**src/rtl/adc_cal_pkg.sv**
```systemverilog
package adc_cal_pkg;

    // Register byte offsets on the APB bus
    localparam logic [7:0] CAL_CONTROL_OFS = 8'h00;
    localparam logic [7:0] CONV_CONFIG_A_OFS = 8'h04;
    localparam logic [7:0] CONV_CONFIG_B_OFS = 8'h08;
    localparam logic [7:0] OFFSET_COEF_HIGH_OFS = 8'h0C;
    localparam logic [7:0] OFFSET_COEF_LOW_OFS = 8'h10;
    localparam logic [7:0] GAIN_COEF_HIGH_OFS = 8'h14;
    localparam logic [7:0] GAIN_COEF_LOW_OFS = 8'h18;
    localparam logic [7:0] IRQ_STATUS_OFS = 8'h1C;
    localparam logic [7:0] IRQ_CLEAR_OFS = 8'h20;
    localparam logic [7:0] IRQ_ENABLE_OFS = 8'h24;

    // cal_control_reg fields
    localparam int BUSY_BIT = 7;
    localparam int AVG_LSB = 4;
    localparam int MODE_BIT = 1;
    localparam int START_BIT = 0;
    localparam logic [7:0] CMD_OFFSET_CAL = 8'h25;
    localparam logic [7:0] CMD_GAIN_CAL = 8'h27;

    // conv_config_a_reg fields
    localparam int DIV_LSB = 4;
    localparam int ACQ_LSB = 2;

    // channel_select_field codes of the internal calibration sources
    localparam logic [3:0] CH_GND = 4'hB;
    localparam logic [3:0] CH_REF = 4'hC;

    // average_count per code 0..3
    localparam logic [5:0] AVG_C0 = 6'h0F;
    localparam logic [5:0] AVG_C1 = 6'h01;
    localparam logic [5:0] AVG_C2 = 6'h1F;
    localparam logic [5:0] AVG_C3 = 6'h3F;
    // converter_clock divide per code 0..3
    localparam logic [5:0] DIV_C0 = 6'h08;
    localparam logic [5:0] DIV_C1 = 6'h04;
    localparam logic [5:0] DIV_C2 = 6'h10;
    localparam logic [5:0] DIV_C3 = 6'h20;
    // Conversion length is this base plus acquisition_clocks (code + 1)
    localparam logic [4:0] CONV_BASE_CLKS = 5'h10;
    localparam int CAL_BITS = 14;
    localparam logic [11:0] RESULT_FULL = 12'hFFF;

    // Reset values
    localparam logic [7:0] CONFIG_RESET = 8'h00;
    localparam logic [15:0] COEF_RESET = 16'h2000;

    // Interrupt status bits
    localparam int IRQ_DONE_BIT = 0;
    localparam int IRQ_REFUSED_BIT = 1;
    localparam int IRQ_W = 2;

    typedef enum logic {
        ST_IDLE,
        ST_CONV
    } cal_state_e;

    typedef struct packed {
        logic start;
        logic [3:0] channel;
        logic gnd_sel;
        logic ref_sel;
        logic gain_mode;
        logic [15:0] trial_coef;
    } conv_req_s;

endpackage

```
**src/rtl/adc_calibration_sequencer.sv**
```systemverilog
// Overview of operation
// - Bit 1 of calibration control plus channel field choose the calibration.
// - Device offset calibration samples internal ground on channel code 1011.
// - Device gain calibration samples internal reference on channel code 1100.
// - Writing 25H starts offset calibration, 31 samples averaged per bit.
// - Writing 27H starts gain calibration with the same averaging.
// - Cycle lasts 14 x averages x (16 + acquisition) converter clocks.
// - Busy bit 7 rises at start and stays high until cycle end.
// - Each coefficient is 14 bits, six high bits and eight low.
//
// The register offsets and register access over APB were decided locally.
`timescale 1ns/1ps
module adc_calibration_sequencer #(
    parameter int coef_w = 14
) (
    input wire logic clk_sys,
    input wire logic rst,
    input wire logic psel,
    input wire logic penable,
    input wire logic pwrite,
    input wire logic [7:0] paddr,
    input wire logic [31:0] pwdata,
    input wire logic [3:0] pstrb,
    output logic [31:0] prdata,
    output logic pready,
    output logic pslverr,
    input wire logic [11:0] conv_result,
    output adc_cal_pkg::conv_req_s conv_req,
    output logic irq
);

    if (coef_w < 9 || coef_w > 15) begin : g_bad_width
        $error("coef_w must lie between 9 and 15");
    end

    localparam int HI_W = coef_w - 8;

    logic pready_q;
    logic [31:0] prdata_q;
    logic pslverr_q;
    logic irq_q;
    adc_cal_pkg::conv_req_s conv_req_q;
    adc_cal_pkg::cal_state_e state_q;
    logic busy_q;
    logic [6:1] ctl_q;
    logic [7:0] cfg_a_q;
    logic [7:0] cfg_b_q;
    logic [coef_w-1:0] off_coef_q;
    logic [coef_w-1:0] gain_coef_q;
    logic [5:0] div_q;
    logic [5:0] div_cnt_q;
    logic [4:0] conv_len_q;
    logic [4:0] ccnt_q;
    logic [5:0] navg_q;
    logic [5:0] samp_q;
    logic [17:0] acc_q;
    logic [3:0] bit_q;
    logic [adc_cal_pkg::IRQ_W-1:0] irq_stat_q;
    logic [adc_cal_pkg::IRQ_W-1:0] irq_en_q;

    function automatic logic [5:0] avg_of(input logic [1:0] code);
        case (code)
            2'h0: avg_of = adc_cal_pkg::AVG_C0;
            2'h1: avg_of = adc_cal_pkg::AVG_C1;
            2'h2: avg_of = adc_cal_pkg::AVG_C2;
            default: avg_of = adc_cal_pkg::AVG_C3;
        endcase
    endfunction

    function automatic logic [5:0] div_of(input logic [1:0] code);
        case (code)
            2'h0: div_of = adc_cal_pkg::DIV_C0;
            2'h1: div_of = adc_cal_pkg::DIV_C1;
            2'h2: div_of = adc_cal_pkg::DIV_C2;
            default: div_of = adc_cal_pkg::DIV_C3;
        endcase
    endfunction

    // APB decode; the answer comes one cycle into the access phase
    wire acc_ph = psel & penable;
    wire xfer_done = acc_ph & pready_q;
    wire answer = acc_ph & ~pready_q;
    wire wr_ev = xfer_done & pwrite & pstrb[0];
    wire hit_cal = paddr == adc_cal_pkg::CAL_CONTROL_OFS;
    wire hit_cfg_a = paddr == adc_cal_pkg::CONV_CONFIG_A_OFS;
    wire hit_cfg_b = paddr == adc_cal_pkg::CONV_CONFIG_B_OFS;
    wire hit_ofs_h = paddr == adc_cal_pkg::OFFSET_COEF_HIGH_OFS;
    wire hit_ofs_l = paddr == adc_cal_pkg::OFFSET_COEF_LOW_OFS;
    wire hit_gan_h = paddr == adc_cal_pkg::GAIN_COEF_HIGH_OFS;
    wire hit_gan_l = paddr == adc_cal_pkg::GAIN_COEF_LOW_OFS;
    wire hit_stat = paddr == adc_cal_pkg::IRQ_STATUS_OFS;
    wire hit_clr = paddr == adc_cal_pkg::IRQ_CLEAR_OFS;
    wire hit_en = paddr == adc_cal_pkg::IRQ_ENABLE_OFS;
    wire mapped = |{hit_cal, hit_cfg_a, hit_cfg_b, hit_ofs_h, hit_ofs_l,
        hit_gan_h, hit_gan_l, hit_stat, hit_clr, hit_en};

    // Coefficients stay software-writable only while no cycle owns them
    wire sw_coef_wr = wr_ev & ~busy_q;
    wire start_wr = wr_ev & hit_cal & pwdata[adc_cal_pkg::START_BIT]
        & ~busy_q;
    wire refused = wr_ev & hit_cal & busy_q;

    wire [7:0] cal_rd = {busy_q, ctl_q, 1'b0};
    wire [7:0] rd_byte =
        hit_cal ? cal_rd :
        hit_cfg_a ? cfg_a_q :
        hit_cfg_b ? cfg_b_q :
        hit_ofs_h ? 8'(off_coef_q[coef_w-1:8]) :
        hit_ofs_l ? off_coef_q[7:0] :
        hit_gan_h ? 8'(gain_coef_q[coef_w-1:8]) :
        hit_gan_l ? gain_coef_q[7:0] :
        hit_stat ? 8'(irq_stat_q) :
        hit_en ? 8'(irq_en_q) : 8'h00;

    // Calibration timing
    wire tick = state_q == adc_cal_pkg::ST_CONV
        && div_cnt_q == div_q - 6'h01;
    wire conv_end = tick && ccnt_q == conv_len_q - 5'h01;
    wire bit_end = conv_end && samp_q == navg_q - 6'h01;
    wire cal_end = bit_end && bit_q == 4'h0;

    wire [17:0] acc_sum = acc_q + 18'(conv_result);
    wire [17:0] gain_full = {12'h000, navg_q} * {6'h00,
        adc_cal_pkg::RESULT_FULL};
    // Offset: keep the trial bit while residual reads above zero;
    // gain: keep it while the reference still reads short of full scale
    wire keep = conv_req_q.gain_mode ? acc_sum < gain_full
        : acc_sum != 18'h0;
    wire [coef_w-1:0] trial = conv_req_q.trial_coef[coef_w-1:0];
    wire [coef_w-1:0] bit_mask = coef_w'(1) << bit_q;
    wire [coef_w-1:0] coef_res = keep ? trial : trial & ~bit_mask;
    wire [coef_w-1:0] next_trial = coef_res | (bit_mask >> 1);

    wire [3:0] chan_sel = cfg_b_q[3:0];
    wire gain_sel = pwdata[adc_cal_pkg::MODE_BIT];
    wire [1:0] div_code = cfg_a_q[adc_cal_pkg::DIV_LSB +: 2];
    wire [1:0] acq_code = cfg_a_q[adc_cal_pkg::ACQ_LSB +: 2];
    wire [1:0] avg_code = pwdata[adc_cal_pkg::AVG_LSB +: 2];

    // Interrupt: set wins over a clear in the same cycle
    wire [adc_cal_pkg::IRQ_W-1:0] irq_set = {refused, cal_end};
    wire [adc_cal_pkg::IRQ_W-1:0] irq_clr = (wr_ev & hit_clr)
        ? pwdata[adc_cal_pkg::IRQ_W-1:0] : '0;
    wire [adc_cal_pkg::IRQ_W-1:0] irq_stat_d = (irq_stat_q & ~irq_clr)
        | irq_set;
    wire [adc_cal_pkg::IRQ_W-1:0] irq_en_d = (wr_ev & hit_en)
        ? pwdata[adc_cal_pkg::IRQ_W-1:0] : irq_en_q;

    assign prdata = prdata_q;
    assign pready = pready_q;
    assign pslverr = pslverr_q;
    assign conv_req = conv_req_q;
    assign irq = irq_q;

    always_ff @(posedge clk_sys or posedge rst) begin
        if (rst) begin
            pready_q <= 1'b0;
            prdata_q <= 32'h0000_0000;
            pslverr_q <= 1'b0;
        end else begin
            pready_q <= answer;
            prdata_q <= answer && !pwrite ? {24'h000000, rd_byte}
                : 32'h0000_0000;
            pslverr_q <= answer & ~mapped;
        end
    end

    always_ff @(posedge clk_sys or posedge rst) begin
        if (rst) begin
            irq_stat_q <= '0;
            irq_en_q <= '0;
            irq_q <= 1'b0;
        end else begin
            irq_stat_q <= irq_stat_d;
            irq_en_q <= irq_en_d;
            irq_q <= |(irq_stat_d & irq_en_d);
        end
    end

    always_ff @(posedge clk_sys or posedge rst) begin
        if (rst) begin
            ctl_q <= '0;
            cfg_a_q <= adc_cal_pkg::CONFIG_RESET;
            cfg_b_q <= adc_cal_pkg::CONFIG_RESET;
        end else begin
            if (wr_ev && hit_cal && !busy_q) begin
                ctl_q <= pwdata[6:1];
            end
            if (wr_ev && hit_cfg_a) begin
                cfg_a_q <= pwdata[7:0];
            end
            if (wr_ev && hit_cfg_b) begin
                cfg_b_q <= pwdata[7:0];
            end
        end
    end

    // Coefficient store: a finishing cycle has priority over software
    always_ff @(posedge clk_sys or posedge rst) begin
        if (rst) begin
            off_coef_q <= adc_cal_pkg::COEF_RESET[coef_w-1:0];
            gain_coef_q <= adc_cal_pkg::COEF_RESET[coef_w-1:0];
        end else if (cal_end) begin
            if (conv_req_q.gain_mode) begin
                gain_coef_q <= coef_res;
            end else begin
                off_coef_q <= coef_res;
            end
        end else if (sw_coef_wr) begin
            if (hit_ofs_h) begin
                off_coef_q[coef_w-1:8] <= pwdata[HI_W-1:0];
            end
            if (hit_ofs_l) begin
                off_coef_q[7:0] <= pwdata[7:0];
            end
            if (hit_gan_h) begin
                gain_coef_q[coef_w-1:8] <= pwdata[HI_W-1:0];
            end
            if (hit_gan_l) begin
                gain_coef_q[7:0] <= pwdata[7:0];
            end
        end
    end

    always_ff @(posedge clk_sys or posedge rst) begin
        if (rst) begin
            state_q <= adc_cal_pkg::ST_IDLE;
            busy_q <= 1'b0;
            conv_req_q <= '0;
            div_q <= adc_cal_pkg::DIV_C0;
            div_cnt_q <= 6'h00;
            conv_len_q <= adc_cal_pkg::CONV_BASE_CLKS;
            ccnt_q <= 5'h00;
            navg_q <= adc_cal_pkg::AVG_C0;
            samp_q <= 6'h00;
            acc_q <= 18'h00000;
            bit_q <= 4'h0;
        end else begin
            conv_req_q.start <= 1'b0;
            unique case (state_q)
                adc_cal_pkg::ST_IDLE: begin
                    if (start_wr) begin
                        state_q <= adc_cal_pkg::ST_CONV;
                        busy_q <= 1'b1;
                        conv_req_q.start <= 1'b1;
                        conv_req_q.channel <= chan_sel;
                        conv_req_q.gnd_sel <=
                            chan_sel == adc_cal_pkg::CH_GND;
                        conv_req_q.ref_sel <=
                            chan_sel == adc_cal_pkg::CH_REF;
                        conv_req_q.gain_mode <= gain_sel;
                        conv_req_q.trial_coef <=
                            16'(coef_w'(1) << (coef_w - 1));
                        navg_q <= avg_of(avg_code);
                        div_q <= div_of(div_code);
                        conv_len_q <= adc_cal_pkg::CONV_BASE_CLKS
                            + 5'(acq_code) + 5'h01;
                        div_cnt_q <= 6'h00;
                        ccnt_q <= 5'h00;
                        samp_q <= 6'h00;
                        acc_q <= 18'h00000;
                        bit_q <= 4'(coef_w - 1);
                    end
                end
                adc_cal_pkg::ST_CONV: begin
                    div_cnt_q <= tick ? 6'h00 : div_cnt_q + 6'h01;
                    if (tick) begin
                        ccnt_q <= conv_end ? 5'h00 : ccnt_q + 5'h01;
                    end
                    if (conv_end) begin
                        samp_q <= bit_end ? 6'h00 : samp_q + 6'h01;
                        acc_q <= bit_end ? 18'h00000 : acc_sum;
                        conv_req_q.start <= ~cal_end;
                    end
                    if (bit_end) begin
                        conv_req_q.trial_coef <= 16'(next_trial);
                        bit_q <= bit_q - 4'h1;
                    end
                    if (cal_end) begin
                        state_q <= adc_cal_pkg::ST_IDLE;
                        busy_q <= 1'b0;
                        conv_req_q.trial_coef <= 16'(coef_res);
                    end
                end
            endcase
        end
    end

    // Helper for checking the cycle length
    logic [31:0] busy_cyc_q;
    wire [31:0] exp_cyc = 32'(coef_w) * 32'(navg_q)
        * 32'(conv_len_q) * 32'(div_q);

    always_ff @(posedge clk_sys or posedge rst) begin
        if (rst) begin
            busy_cyc_q <= 32'h0000_0000;
        end else begin
            busy_cyc_q <= busy_q ? busy_cyc_q + 32'h0000_0001
                : 32'h0000_0000;
        end
    end
endmodule

```
**config.mk**
```make
export PLATFORM = sky130hd
export DESIGN_NAME = adc_calibration_sequencer
export DESIGN_NICKNAME = d
export VERILOG_FILES = /design/src/rtl/adc_cal_pkg.sv /design/src/rtl/adc_calibration_sequencer.sv
export SDC_FILE = /design/constraint.sdc
export NUM_CORES = 1
export LEC_CHECK = 0
export ABC_AREA = 1
export ABC_CLOCK_PERIOD_IN_PS = 5900
export BUFFER_PORTS_ARGS = -buffer_cell sky130_fd_sc_hd__buf_2
export CAP_MARGIN = 25
export CORE_MARGIN = 3
export CORE_UTILIZATION = 59
export CTS_CLUSTER_SIZE = 24
export DETAILED_ROUTE_END_ITERATION = 10
export PLACE_DENSITY = 0.81
export SYNTH_ARGS = -nofsm -noshare
export SYNTH_HDL_FRONTEND = slang
export SYNTH_SLANG_ARGS = --single-unit
```
**constraint.sdc**
```tcl
create_clock -name clk_sys -period 5.9 [get_ports clk_sys]
set_input_delay 0.295 -clock clk_sys [delete_from_list [all_inputs] [get_ports clk_sys]]
set_output_delay 0.295 -clock clk_sys [all_outputs]
set_load 0.01 [all_outputs]
```
==> run summary <==
The core outline area is around 15000 µm². Synthesis produced a netlist whose cell count is between 1k and 1.5k. The remaining antenna violation count after routing is 0. Dividing the detail-routed wire length by the instance count gives 14.6 µm. Of the total power, the share spent switching nets is around a quarter.

The area of the multi-input gates came out at roughly 4800 µm². The quantity of I/O buffers inserted on ports came out at 66. Overall power consumption after layout is estimated at 2.15 mW. The highest cell delay on the worst timing path is approximately 0.53 ns. The buffer and inverter count on the worst path is 3. The number of hold violations in the final report is 16. Summed over all nets, the switching power comes to roughly 510 µW. The largest driver fanout on the critical path is 14.

The initial detailed-routing violation count is 605. The routed layout has roughly 8.2k vias. The met3 wire length came out at 1400 µm. The growth of design area from synthesis to finish came out at 11.0%. The fraction of final layout cells with drive strength greater than 1 is 10.4%. The number of filler instances in the final layout is between 1k and 1.5k. The flow ran to the end, but the final reports show violations. The final layout net count came out at 1414. The clock network latency to the later pin of the worst-skew pair is 0.42 ns. The clock-pin slew on the worst setup and hold paths is about 0.06 ns. The number of global-route vias before repair came out at roughly 7.6k.

The first global-routing pass estimated ~36000 µm of wire. The minimum clock period came out at about 5.4 ns. The sequential fraction of the synthesis area is between 30% and 40%. By area the synthesized netlist is led by dfrtp_1 (37%), nand2_1 (16%), ha_1 (8.1%), inv_1 (6.6%), o21ai_0 (4.6%). The peak supply drop came out at roughly 0.22 mV. The number of antenna violations at the first check in global routing came out at 0. The global routing usage summed across all routing layers came out at between 20% and 30%. The final count of pins violating max slew came out at 0. At the end of routability-driven placement, the weighted congestion stood at 0.926. The sequential standard cell area is between 3000 and 4000 µm². The post-DP HPWL is roughly 16000 µm. On the critical path the largest part of the delay comes from adder cells. The number of unique standard cell types used by synthesis came out at 51. The worst clock skew is between 0.01 and 0.015 ns. The die is around 130 µm wide.

The final reports fail on hold timing. The number of levels in the clock H-tree came out at 4. The cell area power density came out at roughly 210 nW/µm². Prior to clock tree synthesis, the placed netlist has a worst setup slack of 0.511 ns.

The required time reported for the critical path endpoint came out at about 6.2 ns. The number of buffers created by CTS is 17. For this design, the slowest cell found on the critical path is dfstp_2. The share of the clock period used by the worst path after layout came out at about nine tenths. Each instance of the synthesized netlist takes up on average 7.44 µm². The boundary pin count is between 100 and 150. The number of vias per cell is around 5.5. Based on the critical path, the design can be clocked at up to 186 MHz.

The number of flops mapped to enable cells by yosys is 0. The number of clock sinks is approximately 140. The portion of total power attributed to combinational logic is between 6 and 7%. The worst-case setup margin in the final layout came out at 0.523 ns. The height of the die is roughly 130 µm.

The max capacitance violation total came out at 0. After routing, the total negative slack on setup checks comes to 0 ns. The data arrival time of the critical path came out at approximately 5.7 ns. STA classifies the critical path endpoint as a register.

The proportion of register bits with asynchronous set or reset after synthesis is between 90% and 100%. The clock network fraction of design power came out at between 40% and 50%. The final routed DRC violation total is 0. The proportion of power drawn by flip-flops and latches is between 40 and 50%. The relative slew slack came out at 47.9%.

In the final routing, the length of wire on met1 measures approximately 9600 µm. By startpoint and endpoint, the worst setup path is classified as reg -> reg. After detailed routing, no signal wire sits above met4. The CTS tree is yes. CTS placed an instance of clkbuf_16 at the clock tree root. The antenna cell count came out at 0. nand2_1 is the most common cell in the netlist. The residual overflow from global routing is 0. The initial standard-cell utilization of the core came out at 61.3%. At the pin with the least slew margin, the transition time is between 0.7 and 0.8 ns. The most frequent cell on the critical path is nand2_1. The overall die area is 16900 µm².

The cell area after synthesis is 9070 µm². The total wire length after detailed routing came out at between 20000 and 25000 µm. Ranked by instance count, the synthesized netlist is headed by nand2_1 (395), inv_1 (160), dfrtp_1 (134). The library cell with the largest summed area after synthesis is dfrtp_1. The worst hold slack after final layout came out at -0.00755 ns.

The sort of element at the start of the critical path is a register. The area share of the leading cell type in the synthesized netlist came out at between 30% and 40%. The cell leakage power is between 5 and 6 nW.

The most used flip-flop cell after synthesis is dfrtp_1. For this run, the number of Yosys warnings is 0. The longest clock path from root to sink contains 2 buffers. The maximum number of pins on one net before global-route repair is 80.

The first-pass detailed-route iteration total came out at 5. Setup repair after global routing left no endpoint under its margin. The final setup violation count is 0. The number of placement rows is 44. The post-synthesis sequential element count is ~140. The path class of the lowest-slack min-delay path is in -> async. The internal power came out at roughly 1.6 mW. The routed design uses about 10000 µm of met2 wire.
layout make-up:
type / count / area share [%]
inverter: 172 / 6.51
tap: 184 / 2.28
sequential: 138 / 34.3
clock inverter: 11 / 1.20
multi-input combinational: 890 / 47.5
clock buffer: 21 / 4.57
timing repair buffer: 71 / 3.65
sequential cells by signal, summed over array words and instances (netlist names), 5 cells and up:
signal / count
gain_coef_q: 14
conv_req: 22
prdata: 8
cfg_b_q: 8
div_cnt_q: 6
ccnt_q: 5
acc_q: 18
samp_q: 6
off_coef_q: 14
cfg_a_q: 8
ctl_q: 6
path summary, 6_finish.rpt:
path | startpoint | to | slack [ns] | cells past startpoint
max | navg_q[3]$_DFFE_PP1P_ | off_coef_q[8]$_DFFE_PP0P_ | 0.52 | 26
min | rst | conv_req[18]$_DFFE_PP0P_ | -0.008 | 2
max reg2reg | navg_q[3]$_DFFE_PP1P_ | off_coef_q[8]$_DFFE_PP0P_ | 0.52 | 26
min reg2reg | pready$_DFF_PP0_ | pready$_DFF_PP0_ | 0.48 | 1
max in group asynchronous | rst | off_coef_q[0]$_DFFE_PP0P_ | 4.67 | 3
min in group clk_sys | penable | pready$_DFF_PP0_ | 0.12 | 3
power groups by stage:
stage / Sequential, mW / Combinational (mW) / Clock [mW]
after floorplan: 0.972 / 0.114 / 0
after global placement: 0.972 / 0.142 / 0
after detailed placement: 0.972 / 0.146 / 0
after CTS: 0.956 / 0.148 / 1.05
after global routing: 0.956 / 0.169 / 1.10
final: 0.956 / 0.148 / 1.05
cells by family (layout without fill, tap and decap cells):
logic type / Yosys count / after routing / share of synthesized area [%]
other cells: 1 / 26 / 0.0413
flops: 138 / 138 / 38.1
buf+inv: 216 / 275 / 10.2
compound gates: 181 / 181 / 11.5
xor+xnor: 34 / 34 / 3.28
fa+ha+maj: 63 / 63 / 9.02
simple gates: 586 / 586 / 27.9
per-layer routing:
metal | track usage, % | vias up
met2 | 43.2 | 283
li1 | - | 4039
met4 | 8.25 | 0
met1 | 36.4 | 3802
met5 | 0 | -
met3 | 5.65 | 41
what timing repair did:
action | in CTS | in global routing
setup buffers | 0 | 0
setup endpoints to repair | 0 | 23
hold buffers | 0 | 0
resized for setup | 0 | 1
cell usage in the layout (no fill, tap or decap), types with 4 or more instances in the layout:
master and n:
clkbuf_16 17, o211ai_1 9, inv_1 158, buf_2 66
o31ai_1 7, a31oi_1 4, o21ai_0 83, nor2_8 4
a22o_1 5, clkinv_2 4, nand3_1 76, clkinv_1 5
nor2_1 49, dfrtp_1 134, dfstp_2 4, xor2_1 21
nand2_1 395, nand4_1 12, ha_1 59, conb_1 26
a211oi_1 5, nor3_1 28, xnor2_1 13, a21oi_1 45
buf_4 5, o22ai_1 10, fa_1 4, inv_2 6
per-stage QoR:
stage	area (µm²)	cells	utilization (%)
3_3_place_gp	9490	1455	64.1
2_1_floorplan	9170	1244	-
5_1_grt	10100	1487	68.0
3_5_place_dp	9490	1455	64.1
6_report	10100	1487	68.0
4_1_cts	10100	1487	68.0
Power figures use the tool's default switching activity.
